`config.mk`:
```
export PLATFORM = sky130hd
export DESIGN_NAME = gpcfg_top
export DESIGN_NICKNAME = d
export VERILOG_FILES = /design/src/gpcfg_pkg.sv /design/src/gpcfg_top.sv /design/src/gpcfg_func_dec.sv
export SDC_FILE = /design/constraint.sdc
export NUM_CORES = 2
export LEC_CHECK = 0
export ABC_CLOCK_PERIOD_IN_PS = 14700
export BUFFER_PORTS_ARGS = -buffer_cell sky130_fd_sc_hd__clkbuf_2
export CORE_ASPECT_RATIO = 0.7
export CORE_MARGIN = 1.5
export CORE_UTILIZATION = 50
export CTS_CLUSTER_SIZE = 24
export DETAILED_ROUTE_END_ITERATION = 8
export PLACE_DENSITY_LB_ADDON = 0.08
export SLEW_MARGIN = 20
export SYNTH_ARGS = -nofsm -noshare
export SYNTH_HDL_FRONTEND = slang
export SYNTH_HIERARCHICAL = 1
export SYNTH_SLANG_ARGS = --single-unit
```
`constraint.sdc`:
```
create_clock -name CLK_SYS -period 14.7 [get_ports CLK_SYS]
set_input_delay 0.735 -clock CLK_SYS [delete_from_list [all_inputs] [get_ports CLK_SYS]]
set_output_delay 0.735 -clock CLK_SYS [all_outputs]
set_load 0.005 [all_outputs]
```
`src/gpcfg_pkg.sv`:
```
package gpcfg_pkg;
  // Configuration store geometry
  localparam int CFG_DEPTH = 253;
  localparam logic [7:0] CFG_LAST = 8'h00FC;
  localparam logic [7:0] CFG_DEFAULT = 8'h0000;
  localparam int GPIO_N = 12;
  // Store indices of control bytes and pin function bytes
  localparam logic [7:0] IDX_HPD_EN = 8'h00D0;
  localparam logic [7:0] IDX_TIE = 8'h00D1;
  localparam logic [7:0] IDX_STOP01 = 8'h00D2;
  localparam logic [7:0] IDX_STOP23L = 8'h00D3;
  localparam logic [7:0] IDX_STOP23H = 8'h00D4;
  localparam logic [7:0] IDX_GPIO0 = 8'h00E0;
  // Bus byte addresses
  localparam logic [11:0] ADDR_CFG_END = 12'h03F4;
  localparam logic [11:0] ADDR_IRQ_STAT = 12'h0400;
  localparam logic [11:0] ADDR_IRQ_CLR = 12'h0404;
  localparam logic [11:0] ADDR_IRQ_EN = 12'h0408;
  localparam logic [11:0] ADDR_STRAP = 12'h040C;
  // Address kinds
  localparam logic [2:0] K_CFG = 3'h0;
  localparam logic [2:0] K_STAT = 3'h1;
  localparam logic [2:0] K_CLR = 3'h2;
  localparam logic [2:0] K_EN = 3'h3;
  localparam logic [2:0] K_STRAP = 3'h4;
  localparam logic [2:0] K_BAD = 3'h7;
  localparam logic [1:0] RESP_OKAY = 2'h0;
  localparam logic [1:0] RESP_SLVERR = 2'h2;
  // Pin function codes
  localparam logic [6:0] FC_LOS0 = 7'h10;
  localparam logic [6:0] FC_TIE0 = 7'h20;
  localparam logic [6:0] FC_TIE1 = 7'h28;
  localparam logic [6:0] FC_STOP_S0 = 7'h44;
  localparam logic [6:0] FC_STOP_S1 = 7'h4C;
  localparam logic [6:0] FC_STOP_S2 = 7'h50;
  localparam logic [6:0] FC_HPD0 = 7'h60;
  localparam logic [7:0] FC_IRQ_OUT = 8'h0080;
  // Interrupt status layout
  localparam int IRQ_W = 6;
  localparam int IRQ_LOAD = 4;
  localparam int IRQ_STRAP = 5;
  // Strap status word layout
  localparam int ST_WIN_DONE = 8;
  localparam int ST_LOAD_DONE = 9;
  localparam int ST_OTP_USED = 10;
  // Strap window timing
  localparam int STRAP_MS = 55;
  localparam int CLK_KHZ = 100000;
  localparam int STRAP_CYCLES = STRAP_MS * CLK_KHZ;
  localparam int WIN_W = 23;
  // Loader states
  typedef enum logic [2:0] {
    LD_IDLE = 3'b001,
    LD_RUN = 3'b010,
    LD_DONE = 3'b100
  } gpcfg_ld_t;
endpackage : gpcfg_pkg

```
`src/gpcfg_top.sv`:
```
`timescale 1ns/1ns
`default_nettype none
// Notes on behaviour
// - After reset the block runs on the configuration loaded into the store until rewritten.
// - After the 55 ms window strap pins become ordinary function pins.
// - All clock outputs stay disabled out of reset until the store has loaded.
// - Pin two high enables differential output zero without software.
// - Configuration store holds 253 bytes.
// - Store loads from one-time memory if present, else built-in defaults.
// - Host may rewrite any store byte at run time; it takes effect.
// - Each pin's function comes from its whole function byte: bits 6:0 with bit 7 clear, else only code 0x80.
// - Code 0x00 is a plain input with no function.
// - Codes 0x10..0x1C are external loss-of-signal inputs for references 0..3.
// - Codes 0x20, 0x28 are interval-error clear enables, OR-ed with register bits.
// - Codes 0x44..0x47 and 0x4C..0x4F stop synthesizer 0/1 dividers C, D, OR-ed with register.
// - Codes 0x50..0x5F stop synthesizer 2/3 dividers A..D, OR-ed with register.
// - Codes 0x60..0x66 enable differential outputs 0..3, OR-ed with register.
// - A pin may drive the host interrupt output.
// - Pins 1:0 at start pick master clock: 10 is 20 MHz, 11 is 24.576 MHz.
module gpcfg_top #(
  parameter int STRAP_CYCLES = gpcfg_pkg::STRAP_CYCLES
) (
  input wire logic CLK_SYS,
  input wire logic RST,
  input wire logic [11:0] S_AXI_AWADDR,
  input wire logic S_AXI_AWVALID,
  output logic S_AXI_AWREADY,
  input wire logic [31:0] S_AXI_WDATA,
  input wire logic [3:0] S_AXI_WSTRB,
  input wire logic S_AXI_WVALID,
  output logic S_AXI_WREADY,
  output logic [1:0] S_AXI_BRESP,
  output logic S_AXI_BVALID,
  input wire logic S_AXI_BREADY,
  input wire logic [11:0] S_AXI_ARADDR,
  input wire logic S_AXI_ARVALID,
  output logic S_AXI_ARREADY,
  output logic [31:0] S_AXI_RDATA,
  output logic [1:0] S_AXI_RRESP,
  output logic S_AXI_RVALID,
  input wire logic S_AXI_RREADY,
  input wire logic [11:0] GPIO_IN,
  output logic [11:0] GPIO_OUT,
  output logic [11:0] GPIO_OE,
  input wire logic OTP_PRESENT,
  input wire logic [7:0] OTP_DATA,
  output logic [7:0] OTP_ADDR,
  output logic [3:0] REF_LOS,
  output logic [1:0] TIE_CLEAR,
  output logic [7:0] STOP_SYN01,
  output logic [15:0] STOP_SYN23,
  output logic [3:0] HPDIFF_EN,
  output logic [1:0] MCLK_SEL,
  output logic MCLK_VALID,
  output logic IRQ
);
  localparam int N = gpcfg_pkg::GPIO_N;

  // Address decode shared by the read and write paths
  function automatic logic [2:0] addr_kind(input logic [11:0] a);
    if (a[1:0] != 2'h0) begin
      return gpcfg_pkg::K_BAD;
    end
    if (a < gpcfg_pkg::ADDR_CFG_END) begin
      return gpcfg_pkg::K_CFG;
    end
    case (a)
      gpcfg_pkg::ADDR_IRQ_STAT: return gpcfg_pkg::K_STAT;
      gpcfg_pkg::ADDR_IRQ_CLR: return gpcfg_pkg::K_CLR;
      gpcfg_pkg::ADDR_IRQ_EN: return gpcfg_pkg::K_EN;
      gpcfg_pkg::ADDR_STRAP: return gpcfg_pkg::K_STRAP;
      default: return gpcfg_pkg::K_BAD;
    endcase
  endfunction : addr_kind

  logic [7:0] cfg_mem [0:gpcfg_pkg::CFG_DEPTH-1];
  gpcfg_pkg::gpcfg_ld_t ld_state_reg;
  logic [7:0] ld_idx_reg;
  logic otp_used_reg;
  logic load_done;
  logic [gpcfg_pkg::WIN_W-1:0] win_cnt_reg;
  logic win_done_reg;
  logic [4:0] strap_reg;
  logic mclk_valid_reg;
  logic awready_reg, wready_reg, aw_hold_reg, w_hold_reg;
  logic [11:0] awaddr_reg, araddr_q;
  logic [7:0] wdata_reg;
  logic wlane_reg;
  logic bvalid_reg, arready_reg, rvalid_reg;
  logic [1:0] bresp_reg, rresp_reg;
  logic [31:0] rdata_reg;
  logic aw_fire, w_fire, ar_fire, do_write;
  logic [2:0] wr_kind, rd_kind;
  logic wr_cfg, wr_clr, wr_en;
  logic [gpcfg_pkg::IRQ_W-1:0] irq_stat_reg, irq_en_reg, irq_evt;
  logic [3:0] los_reg, hpd_reg;
  logic [1:0] tie_reg;
  logic [7:0] stop01_reg;
  logic [15:0] stop23_reg;
  logic [11:0] gpo_reg, gpoe_reg;
  logic irq_reg;
  logic [3:0] d_los [N];
  logic [1:0] d_tie [N];
  logic [7:0] d_st01 [N];
  logic [15:0] d_st23 [N];
  logic [3:0] d_hpd [N];
  logic [N-1:0] d_irq;
  logic [3:0] pin_los, pin_hpd;
  logic [1:0] pin_tie;
  logic [7:0] pin_st01;
  logic [15:0] pin_st23;
  logic [N-1:0] pin_irq;
  logic [31:0] rd_word;

  assign load_done = (ld_state_reg == gpcfg_pkg::LD_DONE);

  // Loader walks the whole store once; the one-time memory answers in the same cycle
  always_ff @(posedge CLK_SYS or posedge RST) begin
    if (RST) begin
      ld_state_reg <= gpcfg_pkg::LD_IDLE;
      ld_idx_reg <= 8'h00;
      otp_used_reg <= 1'b0;
    end else begin
      case (ld_state_reg)
        gpcfg_pkg::LD_IDLE: begin
          otp_used_reg <= OTP_PRESENT;
          ld_state_reg <= gpcfg_pkg::LD_RUN;
        end
        gpcfg_pkg::LD_RUN: begin
          if (ld_idx_reg == gpcfg_pkg::CFG_LAST) begin
            ld_state_reg <= gpcfg_pkg::LD_DONE;
          end else begin
            ld_idx_reg <= ld_idx_reg + 8'h01;
          end
        end
        gpcfg_pkg::LD_DONE: begin
          ld_state_reg <= gpcfg_pkg::LD_DONE;
        end
        default: begin
          ld_state_reg <= gpcfg_pkg::LD_IDLE;
        end
      endcase
    end
  end

  // Store has no reset: the loader fills every byte before pins or writes use it; bus reads are not held off
  always_ff @(posedge CLK_SYS) begin
    if (ld_state_reg == gpcfg_pkg::LD_RUN) begin
      cfg_mem[ld_idx_reg] <= otp_used_reg ? OTP_DATA : gpcfg_pkg::CFG_DEFAULT;
    end else if (wr_cfg) begin
      cfg_mem[awaddr_reg[9:2]] <= wdata_reg;
    end
  end

  // Strap window from reset release; straps follow the pins until it closes
  always_ff @(posedge CLK_SYS or posedge RST) begin
    if (RST) begin
      win_cnt_reg <= '0;
      win_done_reg <= 1'b0;
      strap_reg <= 5'h00;
      mclk_valid_reg <= 1'b0;
    end else if (!win_done_reg) begin
      strap_reg <= {GPIO_IN[5], GPIO_IN[4], GPIO_IN[3], GPIO_IN[1], GPIO_IN[0]};
      if (win_cnt_reg == gpcfg_pkg::WIN_W'(STRAP_CYCLES - 1)) begin
        win_done_reg <= 1'b1;
        mclk_valid_reg <= GPIO_IN[1]; // Same sample as the last strap capture
      end else begin
        win_cnt_reg <= win_cnt_reg + gpcfg_pkg::WIN_W'(1);
      end
    end
  end

  // One decoder per pin, fed by its function byte
  for (genvar g = 0; g < N; g++) begin : g_pin
    gpcfg_func_dec u_dec (
      .code(cfg_mem[gpcfg_pkg::IDX_GPIO0 + 8'(g)]),
      .loss_of_signal(d_los[g]),
      .time_interval_error(d_tie[g]),
      .stop01(d_st01[g]),
      .stop23(d_st23[g]),
      .hpd(d_hpd[g]),
      .irq_drv(d_irq[g])
    );
  end

  // Pin function bytes act only once straps are released and the store is valid
  always_comb begin
    pin_los = '0;
    pin_tie = '0;
    pin_st01 = '0;
    pin_st23 = '0;
    pin_hpd = '0;
    pin_irq = '0;
    for (int i = 0; i < N; i++) begin
      pin_irq[i] = d_irq[i] && win_done_reg && load_done;
      if (GPIO_IN[i] && win_done_reg && load_done) begin
        pin_los = pin_los | d_los[i];
        pin_tie = pin_tie | d_tie[i];
        pin_st01 = pin_st01 | d_st01[i];
        pin_st23 = pin_st23 | d_st23[i];
        pin_hpd = pin_hpd | d_hpd[i];
      end
    end
  end

  // Control outputs: pin functions OR-ed with their register bits; loss-of-signal has none
  always_ff @(posedge CLK_SYS or posedge RST) begin
    if (RST) begin
      los_reg <= 4'h0;
      tie_reg <= 2'h0;
      stop01_reg <= 8'h00;
      stop23_reg <= 16'h0000;
      hpd_reg <= 4'h0;
    end else if (!load_done) begin
      hpd_reg <= 4'h0;
    end else begin
      los_reg <= pin_los;
      tie_reg <= pin_tie | cfg_mem[gpcfg_pkg::IDX_TIE][1:0];
      stop01_reg <= pin_st01 | cfg_mem[gpcfg_pkg::IDX_STOP01];
      stop23_reg <= pin_st23 | {cfg_mem[gpcfg_pkg::IDX_STOP23H], cfg_mem[gpcfg_pkg::IDX_STOP23L]};
      hpd_reg <= pin_hpd | cfg_mem[gpcfg_pkg::IDX_HPD_EN][3:0] | {3'h0, GPIO_IN[2]};
    end
  end

  // Interrupt pin drive; strap pins stay undriven through the window
  always_ff @(posedge CLK_SYS or posedge RST) begin
    if (RST) begin
      gpo_reg <= 12'h000;
      gpoe_reg <= 12'h000;
      irq_reg <= 1'b0;
    end else begin
      irq_reg <= |(irq_stat_reg & irq_en_reg);
      gpoe_reg <= pin_irq;
      gpo_reg <= pin_irq & {N{|(irq_stat_reg & irq_en_reg)}};
    end
  end

  // Events: rising loss-of-signal, load complete, strap window closed
  assign irq_evt = {win_done_reg == 1'b0 && win_cnt_reg == gpcfg_pkg::WIN_W'(STRAP_CYCLES - 1),
                    ld_state_reg == gpcfg_pkg::LD_RUN && ld_idx_reg == gpcfg_pkg::CFG_LAST,
                    pin_los & ~los_reg & {4{load_done}}};

  // Sticky status: a new event in the clear cycle survives
  always_ff @(posedge CLK_SYS or posedge RST) begin
    if (RST) begin
      irq_stat_reg <= '0;
      irq_en_reg <= '0;
    end else begin
      irq_stat_reg <= (irq_stat_reg & ~(wr_clr ? wdata_reg[gpcfg_pkg::IRQ_W-1:0] : '0)) | irq_evt;
      if (wr_en) begin
        irq_en_reg <= wdata_reg[gpcfg_pkg::IRQ_W-1:0];
      end
    end
  end

  // Write channel: address and data taken in either order, held until both are in
  assign aw_fire = S_AXI_AWVALID && awready_reg;
  assign w_fire = S_AXI_WVALID && wready_reg;
  assign do_write = aw_hold_reg && w_hold_reg;
  assign wr_kind = addr_kind(awaddr_reg);
  assign wr_cfg = do_write && wlane_reg && wr_kind == gpcfg_pkg::K_CFG;
  assign wr_clr = do_write && wlane_reg && wr_kind == gpcfg_pkg::K_CLR;
  assign wr_en = do_write && wlane_reg && wr_kind == gpcfg_pkg::K_EN;

  always_ff @(posedge CLK_SYS or posedge RST) begin
    if (RST) begin
      awready_reg <= 1'b0;
      wready_reg <= 1'b0;
      aw_hold_reg <= 1'b0;
      w_hold_reg <= 1'b0;
      awaddr_reg <= 12'h000;
      wdata_reg <= 8'h00;
      wlane_reg <= 1'b0;
      bvalid_reg <= 1'b0;
      bresp_reg <= gpcfg_pkg::RESP_OKAY;
    end else begin
      // Writes wait for the loader so they cannot collide with it
      awready_reg <= load_done && !aw_fire && !aw_hold_reg && !(bvalid_reg && !S_AXI_BREADY);
      wready_reg <= load_done && !w_fire && !w_hold_reg && !(bvalid_reg && !S_AXI_BREADY);
      if (aw_fire) begin
        aw_hold_reg <= 1'b1;
        awaddr_reg <= S_AXI_AWADDR;
      end else if (do_write) begin
        aw_hold_reg <= 1'b0;
      end
      if (w_fire) begin
        w_hold_reg <= 1'b1;
        wdata_reg <= S_AXI_WDATA[7:0];
        wlane_reg <= S_AXI_WSTRB[0];
      end else if (do_write) begin
        w_hold_reg <= 1'b0;
      end
      if (do_write) begin
        bvalid_reg <= 1'b1;
        bresp_reg <= (wr_kind == gpcfg_pkg::K_BAD) ? gpcfg_pkg::RESP_SLVERR : gpcfg_pkg::RESP_OKAY;
      end else if (S_AXI_BREADY) begin
        bvalid_reg <= 1'b0;
      end
    end
  end

  // Read mux; narrow data sits in the low bits
  assign ar_fire = S_AXI_ARVALID && arready_reg;
  assign araddr_q = S_AXI_ARADDR;
  assign rd_kind = addr_kind(araddr_q);
  always_comb begin
    rd_word = 32'h0000_0000;
    case (rd_kind)
      gpcfg_pkg::K_CFG: rd_word[7:0] = cfg_mem[araddr_q[9:2]];
      gpcfg_pkg::K_STAT: rd_word[gpcfg_pkg::IRQ_W-1:0] = irq_stat_reg;
      gpcfg_pkg::K_EN: rd_word[gpcfg_pkg::IRQ_W-1:0] = irq_en_reg;
      gpcfg_pkg::K_STRAP: begin
        rd_word[4:0] = strap_reg;
        rd_word[gpcfg_pkg::ST_WIN_DONE] = win_done_reg;
        rd_word[gpcfg_pkg::ST_LOAD_DONE] = load_done;
        rd_word[gpcfg_pkg::ST_OTP_USED] = otp_used_reg;
      end
      default: rd_word = 32'h0000_0000;
    endcase
  end

  always_ff @(posedge CLK_SYS or posedge RST) begin
    if (RST) begin
      arready_reg <= 1'b0;
      rvalid_reg <= 1'b0;
      rdata_reg <= 32'h0000_0000;
      rresp_reg <= gpcfg_pkg::RESP_OKAY;
    end else begin
      arready_reg <= !ar_fire && !(rvalid_reg && !S_AXI_RREADY);
      if (ar_fire) begin
        rvalid_reg <= 1'b1;
        rdata_reg <= rd_word;
        rresp_reg <= (rd_kind == gpcfg_pkg::K_BAD) ? gpcfg_pkg::RESP_SLVERR : gpcfg_pkg::RESP_OKAY;
      end else if (S_AXI_RREADY) begin
        rvalid_reg <= 1'b0;
      end
    end
  end

  assign S_AXI_AWREADY = awready_reg;
  assign S_AXI_WREADY = wready_reg;
  assign S_AXI_BVALID = bvalid_reg;
  assign S_AXI_BRESP = bresp_reg;
  assign S_AXI_ARREADY = arready_reg;
  assign S_AXI_RVALID = rvalid_reg;
  assign S_AXI_RDATA = rdata_reg;
  assign S_AXI_RRESP = rresp_reg;
  assign OTP_ADDR = ld_idx_reg;
  assign REF_LOS = los_reg;
  assign TIE_CLEAR = tie_reg;
  assign STOP_SYN01 = stop01_reg;
  assign STOP_SYN23 = stop23_reg;
  assign HPDIFF_EN = hpd_reg;
  assign MCLK_SEL = strap_reg[1:0];
  assign MCLK_VALID = mclk_valid_reg;
  assign GPIO_OUT = gpo_reg;
  assign GPIO_OE = gpoe_reg;
  assign IRQ = irq_reg;
endmodule : gpcfg_top
`default_nettype wire

```
`src/gpcfg_func_dec.sv`:
```
`timescale 1ns/1ns
`default_nettype none
module gpcfg_func_dec (
  input wire logic [7:0] code,
  output logic [3:0] loss_of_signal,
  output logic [1:0] time_interval_error,
  output logic [7:0] stop01,
  output logic [15:0] stop23,
  output logic [3:0] hpd,
  output logic irq_drv
);
  logic [6:0] lo;
  assign lo = code[6:0];

  // Control codes only when the status-select bit is clear; others decode to nothing but 0x80, the interrupt drive
  always_comb begin
    loss_of_signal = '0;
    time_interval_error = '0;
    stop01 = '0;
    stop23 = '0;
    hpd = '0;
    irq_drv = (code == gpcfg_pkg::FC_IRQ_OUT);
    if (!code[7]) begin
      if (lo[6:4] == gpcfg_pkg::FC_LOS0[6:4] && lo[1:0] == 2'h0) begin
        loss_of_signal[lo[3:2]] = 1'b1;
      end
      if (lo == gpcfg_pkg::FC_TIE0) begin
        time_interval_error[0] = 1'b1;
      end
      if (lo == gpcfg_pkg::FC_TIE1) begin
        time_interval_error[1] = 1'b1;
      end
      if (lo[6:2] == gpcfg_pkg::FC_STOP_S0[6:2]) begin
        stop01[{1'b0, lo[1:0]}] = 1'b1;
      end
      if (lo[6:2] == gpcfg_pkg::FC_STOP_S1[6:2]) begin
        stop01[{1'b1, lo[1:0]}] = 1'b1;
      end
      if (lo[6:4] == gpcfg_pkg::FC_STOP_S2[6:4]) begin
        stop23[lo[3:0]] = 1'b1;
      end
      if (lo[6:3] == gpcfg_pkg::FC_HPD0[6:3] && !lo[0]) begin
        hpd[lo[2:1]] = 1'b1;
      end
    end
  end
  // Code zero and unlisted codes fall through with everything low
endmodule : gpcfg_func_dec
`default_nettype wire

```
; Word-level counts from Yosys, hierarchy flattened
; Memories as Yosys holds them, arrays and structs flattened.
; Index checks and enable logic that the tools add are counted.
[classes]
mux = 380
n_lt_le_gt_ge = 122
n_eq_ne = 117
addsub = 2
bitwise = 83
n_reduce_logical = 197
[op_table]
columns = op, n
row1 = 16-bit 2-to-1 mux, 36
row2 = 8-bit 2-to-1 mux, 51
row3 = 4-bit 2-to-1 mux, 85
row4 = 16-bit OR, 12
row5 = 8-bit OR, 24
row6 = "7-bit by 6-bit equality test with 1-bit output, second input constant", 24
row7 = 1-bit logical AND, 151
row8 = "5-bit equality test, second input constant", 24
row9 = 1-bit 2-to-1 mux, 105
row10 = "8-bit equality test, second input constant", 13
row11 = 1-bit demux with 2-bit select, 48
row12 = "12-bit by 11-bit equality test with 1-bit output, second input constant", 8
row13 = 4-bit OR, 23
row14 = "2-bit by 1-bit >= comparator with 1-bit output, second input constant", 36
row15 = "2-bit by 3-bit < comparator with 1-bit output, second input constant", 24
row16 = "4-bit by 5-bit < comparator with 1-bit output, second input constant", 12
row17 = 2-bit 2-to-1 mux, 27
row18 = 1-bit demux with 4-bit select, 12
row19 = "3-bit equality test, second input constant", 16
row20 = "4-bit equality test, second input constant", 12
row21 = "4-bit by 1-bit >= comparator with 1-bit output, second input constant", 12
row22 = "2-bit by 4-bit < comparator with 1-bit output, second input constant", 12
row23 = "3-bit by 4-bit < comparator with 1-bit output, second input constant", 12
row24 = "3-bit by 1-bit equality test with 1-bit output, second input constant", 14
row25 = other kinds (29), 108
[totals]
ff_bits = 156
memories = 1
mem_bits_rw = 2024
output_inout_bits = 111
[memory_table]
columns = name, depth, word_bits, read_ports, rd_clocked_by_memory_dff, write_ports, line_no
row1 = cfg_mem, 253, 8, 18, 0, 1, gpcfg_top.sv:76  ; logic [7:0] cfg_mem [0:gpcfg_pkg::CFG_DEPTH-1];

; Logic depth before layout (Yosys ltp)
; An unclocked memory read counts as a cell.
[depth]
depth_word = 34
ltp_mapped = 13
ltp_nobuf = 10

; By module
; The synthesis kept the hierarchy.
[by_module_without_submodules]
columns = mod, area_each_um2, cells_each, instances, seq_area_each_um2
row1 = gpcfg_top, 88476.1, 4677, 1, 65353.9
row2 = gpcfg_func_dec at g_pin[10].u_dec ..., 434.2, 62, 10, 0.0
row3 = gpcfg_func_dec at g_pin[0].u_dec, 426.7, 64, 1, 0.0
row4 = gpcfg_func_dec at g_pin[9].u_dec, 346.6, 59, 1, 0.0

; Worst setup path before layout
; Ideal clock, no wire load.
[synth_path]
path_type = register to register
from = reg ld_state_reg[0]
to = mem cfg_mem[0][0], data pin
slack_ps = 686
arrival_time_ps = 11826
setup_ps = 2188
stages_incl_launch_ff = 9
cell_sequence = dfstp_2 > nor2_1 > and2_1 > or4_1 > buf_2 > buf_6 > buf_6 > clkbuf_1 > o21ai_0
[synth_via]
elab_chain_len = 5
[synth_rtl]
columns = item, line_no
row1 = "start, declared", gpcfg_top.sv:77  ; gpcfg_pkg::gpcfg_ld_t ld_state_reg;
row2 = "start signal, assigned", gpcfg_top.sv:120  ; ld_state_reg <= gpcfg_pkg::LD_IDLE;
row3 = "start signal, assigned", gpcfg_top.sv:127  ; ld_state_reg <= gpcfg_pkg::LD_RUN;
row4 = "start signal, assigned", gpcfg_top.sv:131  ; ld_state_reg <= gpcfg_pkg::LD_DONE;
row5 = 3-bit by 2-bit equality test with 1-bit output, gpcfg_top.sv:148  ; if (ld_state_reg == gpcfg_pkg::LD_RUN) begin
row6 = 1-bit 2-to-1 mux, gpcfg_top.sv:148
row7 = 1-bit 2-to-1 mux (implied by the code), gpcfg_top.sv:151  ; cfg_mem[awaddr_reg[9:2]] <= wdata_reg;
row8 = 8-bit OR reduction (no source line), -
row9 = 8-bit 2-to-1 mux (no source line), -
row10 = "end, declared", gpcfg_top.sv:76
; No other way between the ends.

; Worst setup path after layout
[layout_path]
from = reg awaddr_reg[1]
to = mem cfg_mem[201][4] (enable)
[layout_via]
elab_chain_len = 12
word_cells_on_any_way = 21
[layout_rtl]
columns = item, line_no
row1 = "start, declared", gpcfg_top.sv:86  ; logic [11:0] awaddr_reg, araddr_q;
row2 = "start signal, assigned", gpcfg_top.sv:271  ; awaddr_reg <= 12'h000;
row3 = "start signal, assigned", gpcfg_top.sv:282  ; awaddr_reg <= S_AXI_AWADDR;
row4 = 12-bit by 10-bit < comparator with 1-bit output, gpcfg_top.sv:64  ; if (a < gpcfg_pkg::ADDR_CFG_END) begin
row5 = 1-bit 2-to-1 mux (2 in a row), gpcfg_top.sv:64
row6 = 3-bit 2-to-1 mux, gpcfg_top.sv:67  ; case (a)
row7 = 3-bit 2-to-1 mux (*), gpcfg_top.sv:64
row8 = 3-bit zero test (*), gpcfg_top.sv:261  ; assign wr_cfg = do_write && wlane_reg && wr_kind == gpcfg_pkg::K_CFG;
row9 = 1-bit logical AND (*), gpcfg_top.sv:261
row10 = 1-bit 2-to-1 mux (*), gpcfg_top.sv:150  ; end else if (wr_cfg) begin
row11 = 1-bit 2-to-1 mux (*), gpcfg_top.sv:148
row12 = 1-bit 2-to-1 mux (implied by the code) (*), gpcfg_top.sv:151
row13 = 8-bit OR reduction (no source line), -
row14 = 8-bit 2-to-1 mux (no source line) or 1-bit 2-to-1 mux (tied branches), -
; Every way passes the cells marked *; elsewhere a longest branch is shown, timed or not. The select of a mux whose other input is x is not followed.

==> flow_summary.yaml <==
setup_path:
  critical_path_class: "flop to flop"
  critPathCaptureType: "flop"
  path_cells: "nor3_2 > nand4_1 > or4_2 > o21ai_1 > nand2b_1 > nor2_1"
  cp.depth: 6
  max_stage_delay_ns: 1.17
  path_delay_family: "simple AND/OR/NAND/NOR gates"
  cp-start-kind: "flop"
  cp.arrival_ns: 5.72
  critPathMaxFanout: 38
  cp.required_ns: 15.17
  crit_buf_inv: 0
  slowest_stage: "or4_2"
  r2r_cells: 6
placement:
  placed_cell_area_um2: 97000
  gp_congestion: 1.012
  dp_hpwl_mm: 202.9
  pre_cts_ws_ns: 8.627
  io_buffers: 148
final_layout:
  layout_common_cells: "edfxtp_1 (2048), mux4_2 (506), nor2_1 (363), nand2_1 (236), clkbuf_16 (211)"
  design_area_um2: 103700
  layout_commonest_cell: "edfxtp_1"
  drive_gt1_frac: 0.2420
  nNetsFinal: 5646
  largest_reg_flops: 2048
  syn_to_final_growth_pct: 10.78
  fill_cells: 14460
floorplan:
  io-pin-count: 199
  rows: 132
  die_x_um: 520.1
  initial_core_util: 0.5046
  core_um2: 185500
  die-area_um2: 189800
  die_y_um: 365.0
timing:
  hold_viol: 0
  grt_setup_unrepaired: "no"
  fin_skew_ns: 0.05908
  period_share: 0.3568
  worstMarginPinSlew_ns: 1.305
  setup_slack_ns: 9.455
  slew-limit-headroom: 0.1075
  finalWorstPathRequiredPeriod_ns: 5.245
  totalNegativeSetupSlack_ns: 0
  drv_slew: 0
  fmaxAchievable_mhz: 190.7
  finalSetupViolations: 0
  hold_slack_ns: 0.03500
clock_network:
  cts_sinks: 2202
  htree_num_levels: 4
  root_buffer: "clkbuf_16"
  path_clk_slew_ns: 0.06
  hold_buffers: 0
  postCtsSetupRepairBufs: 0
  cts_buffers: 211
  cts_resized: 0
  clk_latency_ns: 0.89
  cts_tree: "yes"
  clockBufferDepth: 4
routing:
  routed_wl_mm: 310.2
  via_count: 55750
  routed_via_density: 6.792
  drc: 0
  dr.first_iter.drc_count: 8529
  first_pass_iters: 7
  ant_nets: 0
  avgRoutedWirePerCell_um: 37.80
global_routing:
  grt_usage: 0.3259
  antenna_found_initial: 22
  grt_pass1_wl_mm: 427.7
  grt_pass1_vias: 52850
  globalRouteOverflowTotal: 0
  grt_max_degree: 209
min_path:
  hp-class: "input port to async pin"
job:
  max-cap-violations: 0
synth:
  syn_area_per_cell_um2: 17.27
  synth_area_um2: 93590
  synth_cells: 5419
  yosysWarnings: 6
power:
  worst_ir_drop_vdd_mv: 0.1326
  powerDensity_nw_per_um2: 123.7
  p_leak_nw: 34.62
  total_power_mw: 12.83
outcome:
  status: "finished clean"
==> layout make-up <==
type	count	area [um^2]	area share
Timing Repair Buffer	316	2136	0.02060
Antenna cell	9	22.52	0.0002172
Multi-Input combinational cell	2799	26330	0.2540
Sequential cell	2202	65350	0.6304
Inverter	25	103.9	0.001002
Tap cell	2479	3102	0.02992
Clock inverter	128	1199	0.01156
Clock buffer	250	5426	0.05234
==> worst register-to-register path, cell delays in order (launching register included) <==
cell      delay (ns)
dfrtp_1         0.38
nor3_2          0.32
nand4_1         0.27
or4_2           1.17
o21ai_1         1.04
nand2b_1        0.75
nor2_1          0.93
==> stage by stage <==
| step | cells | utilization |
|---|---|---|
| final | 8208 | 0.5590 |
| after global routing | 8199 | 0.5589 |
| after CTS | 8199 | 0.5587 |
| after detailed placement | 7821 | 0.5230 |
| after global placement | 7821 | 0.5230 |
| after floorplan | 5441 | - |
==> layer usage <==
layer,GRT usage,up-vias,routed length [um]
met4,0.08319,8,8534
met2,0.4392,3284,126800
li1,-,22310,-
met1,0.5112,29700,135800
met5,0.001752,-,85
met3,0.1000,451,38980
==> where the power goes <==
group | internal, mW | switching [mW] | leakage [nW] | total [mW]
Combinational | 0.174 | 0.402 | 8.86 | 0.576
Sequential | 6.85 | 0.00261 | 22.5 | 6.85
Clock | 3.00 | 2.40 | 3.24 | 5.40
==> worst paths after layout <==
| path | start | end | slack (ns) |
|---|---|---|---|
| max | awaddr_reg[1] | cfg_mem[201][4] | 9.45 |
| min | RST | wdata_reg[2] | 0.03 |
| max reg2reg | awaddr_reg[1] | cfg_mem[201][4] | 9.45 |
| min reg2reg | win_cnt_reg[22] | win_cnt_reg[22] | 0.47 |
| max in group asynchronous | RST | STOP_SYN23[8] | 13.20 |
| min in group CLK_SYS | S_AXI_RREADY | S_AXI_RVALID | 0.09 |
(Power assumes the default switching activity.)
